File: config.mk
export PLATFORM = sky130hd
export DESIGN_NAME = codec_mode_control_regs
export DESIGN_NICKNAME = d
export VERILOG_FILES = /design/src/common/codec_regs_pkg.sv /design/src/design/codec_mode_control_regs.sv
export SDC_FILE = /design/constraint.sdc
export NUM_CORES = 1
export LEC_CHECK = 0
export BUFFER_PORTS_ARGS = -buffer_cell sky130_fd_sc_hd__buf_2
export CORE_AREA = 4 4 142 144
export CTS_CLUSTER_DIAMETER = 150
export DETAILED_ROUTE_END_ITERATION = 10
export DIE_AREA = 0 0 146 148
export PLACE_DENSITY = 0.85
export SYNTH_ARGS = -nofsm -noshare
export SYNTH_HDL_FRONTEND = slang
export SYNTH_SLANG_ARGS = --single-unit
export TNS_END_PERCENT = 100
File: constraint.sdc
create_clock -name ref_clk -period 9.5 [get_ports ref_clk]
set_clock_uncertainty 0.15 [all_clocks]
set_input_delay 1.9 -clock ref_clk [delete_from_list [all_inputs] [get_ports ref_clk]]
set_output_delay 1.9 -clock ref_clk [all_outputs]
set_load 0.03 [all_outputs]
File: src/common/codec_regs_pkg.sv
`default_nettype none
package codec_regs_pkg;

  // Register window reached over the two-wire control port.
  localparam int REG_COUNT = 14;
  localparam logic [7:0] REG_FIRST = 8'h04;
  localparam logic [7:0] REG_LAST = 8'h11;

  // Byte offsets of the registers.
  localparam logic [7:0] OFS_FORMAT_AND_PLL_SOURCE = 8'h04;
  localparam logic [7:0] OFS_RATE_AND_CLOCK_POLARITY = 8'h05;
  localparam logic [7:0] OFS_LEVEL_CONTROL_TIMERS = 8'h06;
  localparam logic [7:0] OFS_LEVEL_CONTROL_MODE_A = 8'h07;
  localparam logic [7:0] OFS_RECOVERY_REFERENCE_LEVEL = 8'h08;
  localparam logic [7:0] OFS_LEFT_INPUT_VOLUME = 8'h09;
  localparam logic [7:0] OFS_LEFT_OUTPUT_VOLUME = 8'h0A;
  localparam logic [7:0] OFS_LEVEL_CONTROL_MODE_B = 8'h0B;
  localparam logic [7:0] OFS_RIGHT_INPUT_VOLUME = 8'h0C;
  localparam logic [7:0] OFS_RIGHT_OUTPUT_VOLUME = 8'h0D;
  localparam logic [7:0] OFS_PLAYBACK_EFFECTS = 8'h0E;
  localparam logic [7:0] OFS_HEADPHONE_ROUTING = 8'h0F;
  localparam logic [7:0] OFS_RECORD_INPUT_SELECT = 8'h10;
  localparam logic [7:0] OFS_FILTER_ENABLES = 8'h11;

  // Slot of each register in the storage array (offset minus first offset).
  localparam int IX_FMT = 0;
  localparam int IX_RATE = 1;
  localparam int IX_TMR = 2;
  localparam int IX_LCA = 3;
  localparam int IX_REF = 4;
  localparam int IX_LIN = 5;
  localparam int IX_LOUT = 6;
  localparam int IX_LCB = 7;
  localparam int IX_RIN = 8;
  localparam int IX_ROUT = 9;
  localparam int IX_EFX = 10;
  localparam int IX_HP = 11;
  localparam int IX_REC = 12;
  localparam int IX_FIL = 13;

  // Reset values, slot 13 first and slot 0 last.
  localparam logic [REG_COUNT-1:0][7:0] REG_DEFAULTS = {
    8'h00, 8'h00, 8'h08, 8'h11, 8'h18, 8'hE1, 8'h00,
    8'h18, 8'hE1, 8'hE1, 8'h00, 8'h00, 8'h00, 8'h02};

  // Writable bits; unused positions are forced to zero.
  localparam logic [REG_COUNT-1:0][7:0] REG_MASKS = {
    8'hDC, 8'hFF, 8'h0F, 8'h7F, 8'hFF, 8'hFF, 8'hC2,
    8'hFF, 8'hFF, 8'hFF, 8'h3F, 8'hFF, 8'hFF, 8'hFB};

  // Field positions.
  localparam int FB_BCLK_RATE = 3;
  localparam int FB_RATE3 = 5;
  localparam int FB_FRAME_POL = 4;
  localparam int FB_BCLK_POL = 3;
  localparam int FB_VOL_TIME = 7;
  localparam int FB_LEVEL_ON = 5;
  localparam int FB_ZC_OFF = 4;
  localparam int FB_LIM_LO = 0;
  localparam int FB_GAIN_LO = 1;
  localparam int FB_LIM_HI = 6;
  localparam int FB_GAIN_HI = 7;
  localparam int FB_OUT_LINK = 4;
  localparam int FB_MUTE = 5;
  localparam int FB_LOOP = 6;
  localparam int FB_IN_LINK = 3;
  localparam int FB_HP_MONO = 2;

  // Output volume full-scale transition time, in sample periods.
  localparam logic [10:0] VOL_TIME_SLOW = 11'h425;
  localparam logic [10:0] VOL_TIME_FAST = 11'h100;

  // Control port bus address; the value is arbitrary.
  localparam logic [6:0] DEV_ADDR_DEFAULT = 7'h12;
  localparam logic [3:0] BITS_PER_BYTE = 4'h8;

  // Control port states, Gray steps along the write path.
  typedef enum logic [3:0] {
    ST_IDLE = 4'h0,
    ST_DEV = 4'h1,
    ST_DEV_ACK = 4'h3,
    ST_REG = 4'h2,
    ST_REG_ACK = 4'h6,
    ST_WR = 4'h7,
    ST_WR_ACK = 4'h5,
    ST_RD = 4'h4,
    ST_RD_ACK = 4'hC
  } port_state_e;

endpackage

`default_nettype wire

File: src/design/codec_mode_control_regs.sv
// Operation
// (RULE1) Format selector in bits 1..0 of register 04h, reset 10 left-justified.
// (RULE2) Synthesizer reference select in bits 7..4 of 04h, reset 0000.
// (RULE3) Bit 3 of 04h picks bit-clock output rate in master mode.
// (RULE4) Rate field means sample rate with synthesizer, master-clock rate otherwise.
// (RULE5) Bit-clock polarity bit swaps launch and sample edges in DSP format.
// (RULE6) Frame polarity bit sets frame edge half or one bit before change.
// (RULE7) Bits 7..6 of 05h select master-clock output rate, reset 256fs.
// (RULE8) Fast recovery speed in bits 1..0 of 06h, reset four times.
// (RULE9) Recovery wait and zero-cross timeout fields reset to 128 samples.
// (RULE10) Transition time bit picks 1061 or 256 sample periods.
// (RULE11) Limiter level and gain step split between 0Bh and 07h.
// (RULE12) Bit 4 of 07h set turns off limiter zero-cross detection.
// (RULE13) Level control runs only while bit 5 of 07h is one.
// (RULE14) Recovery reference level eight bits, reset E1h.
// (RULE15) Left and right input volumes eight bits, reset E1h.
// (RULE16) Left and right output volumes reset to 18h.
// (RULE17) Output link set: left output volume drives both, right untouched.
// (RULE18) Input link set: left input volume drives both, right untouched.
// (RULE19) De-emphasis resets 01, bass boost resets 00, in 0Eh.
// (RULE20) Loopback bit chooses transmit data instead of receive data for DAC.
// (RULE21) Soft mute bit one mutes DAC outputs.
// (RULE22) Headphone mono bit averages left and right onto both channels.
// (RULE23) Power-down pin low returns all registers to defaults.
// (RULE24) Host writes zero into all unused bit positions.
// (RULE25) Each written byte lands at once and takes effect without more commands.
// (RULE26) Unused bit positions read back as zero.
`timescale 1ns/1ps
`default_nettype none

module codec_mode_control_regs
  import codec_regs_pkg::*;
#(
  parameter logic [6:0] DEV_ADDR = DEV_ADDR_DEFAULT
) (
  // Clock and reset.
  input wire logic ref_clk,
  input wire logic rst,
  // Pins from the board.
  input wire logic power_down_n,
  input wire logic scl_in,
  input wire logic sda_in,
  output logic sda_out,
  output logic sda_oe_n,
  // Clock mode from the power block, same clock.
  input wire logic synth_mode,
  // Serial format and clocking.
  output logic [1:0] serial_format_sel,
  output logic [3:0] synth_ref_sel,
  output logic bitclk_out_rate,
  output logic [3:0] synth_rate_sel,
  output logic [3:0] mclk_in_sel,
  output logic bitclk_polarity,
  output logic frame_polarity,
  output logic [1:0] mclk_out_rate,
  // Level control.
  output logic [1:0] fast_recovery_speed,
  output logic [2:0] recovery_wait,
  output logic [1:0] zero_cross_timeout,
  output logic [10:0] vol_transition_time,
  output logic [1:0] limiter_level,
  output logic [1:0] recovery_gain_step,
  output logic [1:0] limiter_atten_step,
  output logic limiter_zero_cross_off,
  output logic level_ctrl_on,
  output logic [7:0] recovery_reference,
  // Effective channel volumes.
  output logic [7:0] left_in_vol,
  output logic [7:0] right_in_vol,
  output logic [7:0] left_out_vol,
  output logic [7:0] right_out_vol,
  // Playback and routing.
  output logic [1:0] deemph_sel,
  output logic [1:0] bass_boost_sel,
  output logic soft_mute,
  output logic dac_from_tx,
  output logic headphone_mono,
  output logic [7:0] record_input_sel,
  output logic [7:0] filter_enable_bits
);

  typedef struct packed {
    logic [1:0] scl_s;
    logic [1:0] sda_s;
    logic [1:0] pd_s;
    logic scl_d;
    logic sda_d;
    port_state_e st;
    logic [3:0] bitcnt;
    logic [7:0] shreg;
    logic rw;
    logic [7:0] addr;
    logic sda_oe_n;
    logic sda_out;
    logic [REG_COUNT-1:0][7:0] regs;
    logic [7:0] right_in_eff;
    logic [7:0] right_out_eff;
    logic [3:0] synth_rate;
    logic [3:0] mclk_in;
    logic [10:0] vol_time;
  } state_s;

  state_s state_r;
  state_s state_nxt;
  logic scl;
  logic sda;
  logic scl_rise;
  logic scl_fall;
  logic start_cond;
  logic stop_cond;
  logic wr_fire;

  // Maps a bus offset onto a storage slot; bit 4 flags a mapped offset.
  function automatic logic [4:0] reg_slot(input logic [7:0] ofs);
    logic [7:0] diff;
    diff = ofs - REG_FIRST;
    reg_slot = {(ofs >= REG_FIRST) && (ofs <= REG_LAST), diff[3:0]};
  endfunction

  // Read data for an offset; unmapped offsets read as zero.
  function automatic logic [7:0] reg_read(input logic [REG_COUNT-1:0][7:0] regs, input logic [7:0] ofs);
    logic [4:0] slot;
    slot = reg_slot(ofs);
    reg_read = slot[4] ? regs[slot[3:0]] : 8'h00;
  endfunction

  // Bus line conditions seen on the synchronised copies only.
  assign scl = state_r.scl_s[1];
  assign sda = state_r.sda_s[1];
  assign scl_rise = scl && !state_r.scl_d;
  assign scl_fall = !scl && state_r.scl_d;
  assign start_cond = scl && state_r.scl_d && !sda && state_r.sda_d;
  assign stop_cond = scl && state_r.scl_d && sda && !state_r.sda_d;

  // Next-state logic for the control port and register storage.
  always_comb begin
    logic [4:0] slot;
    logic [7:0] rdat;
    state_nxt = state_r;
    wr_fire = 1'b0;
    slot = reg_slot(state_r.addr);
    rdat = reg_read(state_r.regs, state_r.addr);
    state_nxt.scl_s = {state_r.scl_s[0], scl_in};
    state_nxt.sda_s = {state_r.sda_s[0], sda_in};
    state_nxt.pd_s = {state_r.pd_s[0], power_down_n};
    state_nxt.scl_d = scl;
    state_nxt.sda_d = sda;
    state_nxt.sda_out = 1'b0;
    if (start_cond) begin
      // A repeated start restarts the address phase at any point.
      state_nxt.st = ST_DEV;
      state_nxt.bitcnt = 4'h0;
      state_nxt.sda_oe_n = 1'b1;
    end else if (stop_cond) begin
      state_nxt.st = ST_IDLE;
      state_nxt.sda_oe_n = 1'b1;
    end else begin
      unique case (state_r.st)
        ST_IDLE: begin
          state_nxt.sda_oe_n = 1'b1;
        end
        ST_DEV, ST_REG, ST_WR: begin
          if (scl_rise) begin
            state_nxt.shreg = {state_r.shreg[6:0], sda};
            state_nxt.bitcnt = state_r.bitcnt + 4'h1;
          end else if (scl_fall && state_r.bitcnt == BITS_PER_BYTE) begin
            state_nxt.bitcnt = 4'h0;
            state_nxt.sda_oe_n = 1'b0;
            if (state_r.st == ST_DEV) begin
              // Another device's address: stay off the bus until the next start.
              if (state_r.shreg[7:1] == DEV_ADDR) begin
                state_nxt.rw = state_r.shreg[0];
                state_nxt.st = ST_DEV_ACK;
              end else begin
                state_nxt.sda_oe_n = 1'b1;
                state_nxt.st = ST_IDLE;
              end
            end else if (state_r.st == ST_REG) begin
              state_nxt.addr = state_r.shreg;
              state_nxt.st = ST_REG_ACK;
            end else begin
              wr_fire = 1'b1; // RULE25
              state_nxt.st = ST_WR_ACK;
            end
          end
        end
        ST_DEV_ACK: begin
          if (scl_fall) begin
            if (state_r.rw) begin
              state_nxt.shreg = rdat;
              state_nxt.sda_oe_n = rdat[7];
              state_nxt.bitcnt = 4'h1;
              state_nxt.st = ST_RD;
            end else begin
              state_nxt.sda_oe_n = 1'b1;
              state_nxt.st = ST_REG;
            end
          end
        end
        ST_REG_ACK: begin
          if (scl_fall) begin
            state_nxt.sda_oe_n = 1'b1;
            state_nxt.st = ST_WR;
          end
        end
        ST_WR_ACK: begin
          // Auto-increment lets a burst fill consecutive registers.
          if (scl_fall) begin
            state_nxt.sda_oe_n = 1'b1;
            state_nxt.addr = state_r.addr + 8'h01;
            state_nxt.st = ST_WR;
          end
        end
        ST_RD: begin
          if (scl_fall) begin
            if (state_r.bitcnt == BITS_PER_BYTE) begin
              state_nxt.sda_oe_n = 1'b1;
              state_nxt.bitcnt = 4'h0;
              state_nxt.st = ST_RD_ACK;
            end else begin
              state_nxt.sda_oe_n = state_r.shreg[6];
              state_nxt.shreg = {state_r.shreg[6:0], 1'b0};
              state_nxt.bitcnt = state_r.bitcnt + 4'h1;
            end
          end
        end
        ST_RD_ACK: begin
          // A not-acknowledge ends the read; an acknowledge fetches the next offset.
          if (scl_rise) begin
            if (sda) begin
              state_nxt.st = ST_IDLE;
            end else begin
              state_nxt.addr = state_r.addr + 8'h01;
              state_nxt.bitcnt = 4'h1;
            end
          end else if (scl_fall && state_r.bitcnt == 4'h1) begin
            state_nxt.shreg = rdat;
            state_nxt.sda_oe_n = rdat[7];
            state_nxt.st = ST_RD;
          end
        end
        default: begin
          state_nxt.st = ST_IDLE;
          state_nxt.sda_oe_n = 1'b1;
        end
      endcase
    end
    // Power-down wins over a write landing in the same cycle.
    if (!state_r.pd_s[1]) begin
      state_nxt.regs = REG_DEFAULTS; // RULE23
    end else if (wr_fire && slot[4]) begin
      state_nxt.regs[slot[3:0]] = state_r.shreg & REG_MASKS[slot[3:0]]; // RULE26
    end
    // Derived values lag the storage by one cycle so every output is a flop.
    state_nxt.right_in_eff = state_r.regs[IX_HP][FB_IN_LINK] ? state_r.regs[IX_LIN] : state_r.regs[IX_RIN]; // RULE18
    state_nxt.right_out_eff = state_r.regs[IX_EFX][FB_OUT_LINK] ? state_r.regs[IX_LOUT] :
      state_r.regs[IX_ROUT]; // RULE17
    state_nxt.synth_rate = synth_mode ? {state_r.regs[IX_RATE][FB_RATE3], state_r.regs[IX_RATE][2:0]} : 4'h0; // RULE4
    state_nxt.mclk_in = synth_mode ? 4'h0 : {state_r.regs[IX_RATE][FB_RATE3], state_r.regs[IX_RATE][2:0]}; // RULE4
    state_nxt.vol_time = state_r.regs[IX_TMR][FB_VOL_TIME] ? VOL_TIME_FAST : VOL_TIME_SLOW; // RULE10
  end

  // All state in one register; reset loads constants only.
  always_ff @(posedge ref_clk or posedge rst) begin
    if (rst) begin
      state_r <= '0;
      state_r.scl_s <= 2'h3;
      state_r.sda_s <= 2'h3;
      state_r.scl_d <= 1'b1;
      state_r.sda_d <= 1'b1;
      state_r.st <= ST_IDLE;
      state_r.sda_oe_n <= 1'b1;
      state_r.regs <= REG_DEFAULTS;
      state_r.right_in_eff <= REG_DEFAULTS[IX_LIN];
      state_r.right_out_eff <= REG_DEFAULTS[IX_LOUT];
      state_r.vol_time <= VOL_TIME_SLOW;
    end else begin
      state_r <= state_nxt;
    end
  end

  // Field outputs taken straight from the storage flops or the derived-value flops.
  assign sda_out = state_r.sda_out;
  assign sda_oe_n = state_r.sda_oe_n;
  assign serial_format_sel = state_r.regs[IX_FMT][1:0]; // RULE1
  assign synth_ref_sel = state_r.regs[IX_FMT][7:4]; // RULE2
  assign bitclk_out_rate = state_r.regs[IX_FMT][FB_BCLK_RATE]; // RULE3
  assign synth_rate_sel = state_r.synth_rate;
  assign mclk_in_sel = state_r.mclk_in;
  assign bitclk_polarity = state_r.regs[IX_RATE][FB_BCLK_POL]; // RULE5
  assign frame_polarity = state_r.regs[IX_RATE][FB_FRAME_POL]; // RULE6
  assign mclk_out_rate = state_r.regs[IX_RATE][7:6]; // RULE7
  assign fast_recovery_speed = state_r.regs[IX_TMR][1:0]; // RULE8
  assign recovery_wait = {state_r.regs[IX_TMR][6], state_r.regs[IX_TMR][3:2]}; // RULE9
  assign zero_cross_timeout = state_r.regs[IX_TMR][5:4]; // RULE9
  assign vol_transition_time = state_r.vol_time;
  assign limiter_level = {state_r.regs[IX_LCB][FB_LIM_HI], state_r.regs[IX_LCA][FB_LIM_LO]}; // RULE11
  assign recovery_gain_step = {state_r.regs[IX_LCB][FB_GAIN_HI], state_r.regs[IX_LCA][FB_GAIN_LO]}; // RULE11
  assign limiter_atten_step = state_r.regs[IX_LCA][3:2];
  assign limiter_zero_cross_off = state_r.regs[IX_LCA][FB_ZC_OFF]; // RULE12
  assign level_ctrl_on = state_r.regs[IX_LCA][FB_LEVEL_ON]; // RULE13
  assign recovery_reference = state_r.regs[IX_REF]; // RULE14
  assign left_in_vol = state_r.regs[IX_LIN]; // RULE15
  assign right_in_vol = state_r.right_in_eff;
  assign left_out_vol = state_r.regs[IX_LOUT]; // RULE16
  assign right_out_vol = state_r.right_out_eff;
  assign deemph_sel = state_r.regs[IX_EFX][1:0]; // RULE19
  assign bass_boost_sel = state_r.regs[IX_EFX][3:2]; // RULE19
  assign soft_mute = state_r.regs[IX_EFX][FB_MUTE]; // RULE21
  assign dac_from_tx = state_r.regs[IX_EFX][FB_LOOP]; // RULE20
  assign headphone_mono = state_r.regs[IX_HP][FB_HP_MONO]; // RULE22
  assign record_input_sel = state_r.regs[IX_REC];
  assign filter_enable_bits = state_r.regs[IX_FIL];
endmodule

`default_nettype wire

==> results.py <==
metrics = {
    "yosys": {
        "yosysUniqueCellTypes": 78,
        "synthCells": 971,
        "ys.flop_type": "dfrtp_1",
        "synth_edf_count": 0,
        "avgSynthCellArea_um2": 10.5,
        "yosysSeqAreaShare": 0.426,
        "netlist_area_um2": 10200,
        "synth-seq-cells": 172,
        "async_flop_share": 1.00,
        "yosysWarnings": 0,
    },
    "timing": {
        "min_period_ns": 3.59,
        "drv_slew": 0,
        "worst_pin_slew_ns": 1.31,
        "clock.fmax_mhz": 278,
        "finalSetupViolCount": 0,
        "hold_viol_final": 0,
        "slew_headroom": 0.124,
        "setup_ws_ns": 5.91,
        "rsz0062_at_grt": "false",
        "fin_tns_setup_ns": 0,
        "fin_crit_sh": 0.378,
        "holdWs_ns": 0.206,
    },
    "grt": {
        "grt_pass1_wl_um": 40800,
        "grt_max_degree": 95,
        "antenna_found_initial": 0,
        "overflow": 0,
        "grtUsageTotal": 0.236,
        "grt_pass1_vias": 7333,
    },
    "routing": {
        "antenna_left": 0,
        "dr.pass1.iters": 5,
        "vias": 7339,
        "viasPerCell": 6.13,
        "drt-total-wl_um": 25100,
        "initialDrtViolationCount": 678,
        "wl_per_cell_um": 20.9,
        "drc_errors": 0,
    },
    "floorplan": {
        "dieArea_um2": 21600,
        "ios": 116,
        "die_h_um": 148,
        "core_area_um2": 18700,
        "start_util": 0.545,
        "rows": 50,
        "die_width_um": 146,
    },
    "clock_network": {
        "clock_path_buffers": 2,
        "cts_tree": "built",
        "worstSkewPairLatency_ns": 0.44,
        "ctsRootBufferMaster": "clkbuf_16",
        "cts.sinks": 172,
        "ctsResizeCount": 0,
        "postCtsSetupBuffers": 0,
        "numCtsBuffers": 17,
        "cts-htree-levels": 4,
        "clkTransAtPathRegs_ns": 0.07,
        "postCtsHoldBufs": 0,
    },
    "worst_setup_path": {
        "start_kind": "flip-flop",
        "cp.arrival_ns": 3.76,
        "path_max_fanout": 22,
        "worst-setup-path-type": "reg2reg",
        "cp-end-kind": "flip-flop",
        "cp.required_ns": 9.67,
    },
    "power_and_ir_drop": {
        "pwr_density_cell_nw_per_um2": 155,
        "p_leak_nw": 5.02,
        "p_total_mw": 1.65,
        "vdd_drop_max_v": 0.000126,
    },
    "flow_run": {
        "drv_cap": 0,
    },
    "final_layout": {
        "area_growth_syn_to_layout_pct": 4.50,
        "drive_above_1_share": 0.271,
        "nets": 972,
        "n_antenna_cell": 0,
    },
    "outcome": {
        "status": "completed",
    },
    "placement": {
        "hpwlAfterDp_um": 16900,
        "portBuffers": 108,
        "place.gp.congestion": 0.974,
        "place_worst_setup_slack_ns": 5.61,
    },
    "min_path": {
        "hp-class": "reg2reg",
    },
}
-- metal layers --
metal / GRT usage / share of wire / wire length [um] / vias up
li1: - / - / - / 3255
met1: 0.333 / 0.44 / 10900 / 3687
met2: 0.357 / 0.46 / 11400 / 359
met3: 0.0687 / 0.091 / 2270 / 38
met4: 0.0682 / 0.017 / 416 / 0
met5: 0 / 0 / 0 / -
-- path summary, 6_finish.rpt --
check / start / endpoint / slack (ns) / depth (start not counted)
max reg2reg: state_r[149] / state_r[58] / 5.91 / 7
max in group asynchronous: rst / state_r[150] / 6.17 / 3
min: state_nxt[179] / sda / 0.21 / 0
min reg2reg: state_nxt[179] / sda / 0.21 / 0
max: state_r[149] / state_r[58] / 5.91 / 7
min in group asynchronous: rst / state_r[170] / 1.46 / 2
-- synth_stat cells (all sizes together) (6+ instances only) --
master | n | area [um2]
nor2 | 17 | 66.3
nand2b | 7 | 43.8
a21oi | 21 | 105
a31oi | 12 | 90.1
dfrtp | 138 | 3450
o211ai | 16 | 134
nand2 | 150 | 563
ha | 16 | 200
a21boi | 50 | 375
inv | 17 | 63.8
nand4 | 18 | 233
nor2b | 57 | 357
clkbuf | 26 | 98.8
a211oi | 11 | 92.6
and4 | 7 | 61.3
mux2 | 32 | 379
o22ai | 6 | 37.5
dfstp | 34 | 893
mux2i | 80 | 801
mux4 | 16 | 360
and2 | 7 | 43.8
nand3 | 9 | 45.0
o21ai | 22 | 114
buf | 137 | 996
-- cell usage in the layout, fill, tap and decap left out, types with 4 or more instances in the layout --
cell / netlist / routed
nor2_1: 16 / 16
nand4_4: 8 / 8
nor2b_1: 57 / 57
nand4_1: 10 / 10
o211ai_1: 15 / 15
o21ai_0: 18 / 18
nand3_1: 9 / 9
a211oi_1: 9 / 9
o22ai_1: 6 / 6
a21oi_1: 21 / 21
o21a_1: 4 / 4
clkbuf_16: 0 / 17
clkinv_8: 0 / 4
a21boi_1: 48 / 49
dfstp_2: 34 / 34
mux4_2: 16 / 16
a31oi_1: 11 / 11
inv_1: 17 / 16
and2_1: 7 / 7
dfrtp_1: 138 / 135
inv_8: 0 / 7
buf_2: 13 / 108
conb_1: 1 / 7
mux2_4: 5 / 5
nand2_1: 150 / 150
and4_1: 7 / 7
buf_4: 118 / 9
mux2_2: 26 / 26
mux2i_1: 80 / 80
nand2b_1: 7 / 7
ha_1: 16 / 16
a22oi_1: 5 / 5
-- worst max-delay path: stages (launching register included) --
cell      delay (ns)
dfrtp_2         0.45
inv_1           0.13
ha_1            0.42
nand2_1         0.16
a221oi_4        1.08
nand4_1         0.69
nand2_1         0.28
a21boi_1        0.10
-- area by class of cell --
type	instances	area [um2]
Inverter	17	68.8
Clock buffer	17	425
Clock inverter	15	185
Tap cell	234	293
Multi-Input combinational cell	625	4730
Fill cell	1496	8040
Sequential cell	172	4350
Timing Repair Buffer	117	608
-- stage by stage --
stage,cell area (um2),util,std cells
final,10700,0.570,1197
after global routing,10700,0.570,1197
after CTS,10700,0.570,1197
after detailed placement,10100,0.537,1165
after global placement,10100,0.537,1165
after floorplan,10200,-,977
-- registers in the layout, indices dropped and copies added, names as in the netlist, 3 cells and up --
signal and cells:
record_input_sel 8, left_out_vol 8, synth_rate_sel 4, right_in_vol 8
left_in_vol 8, recovery_reference 8, right_out_vol 8, state_nxt 3
recovery_wait 3, filter_enable_bits 8, state_r 67, synth_ref_sel 4
mclk_in_sel 4
-- logic make-up after synthesis --
kind of cell,after synthesis,share of synthesized area
xor+xnor,2,0.00172
compound gates,177,0.128
flops,172,0.426
mux,128,0.151
buf+inv,180,0.114
simple gates,295,0.160
other cells,1,0.000368
fa+ha+maj,16,0.0196
-- where the power goes --
part / internal (mW) / switching (mW) / total [mW]
Sequential: 0.748 / 0.0301 / 0.779
Clock: 0.360 / 0.353 / 0.713
Combinational: 0.0516 / 0.111 / 0.163
Total: 1.16 / 0.495 / 1.65
Power figures use the tool's default switching activity.
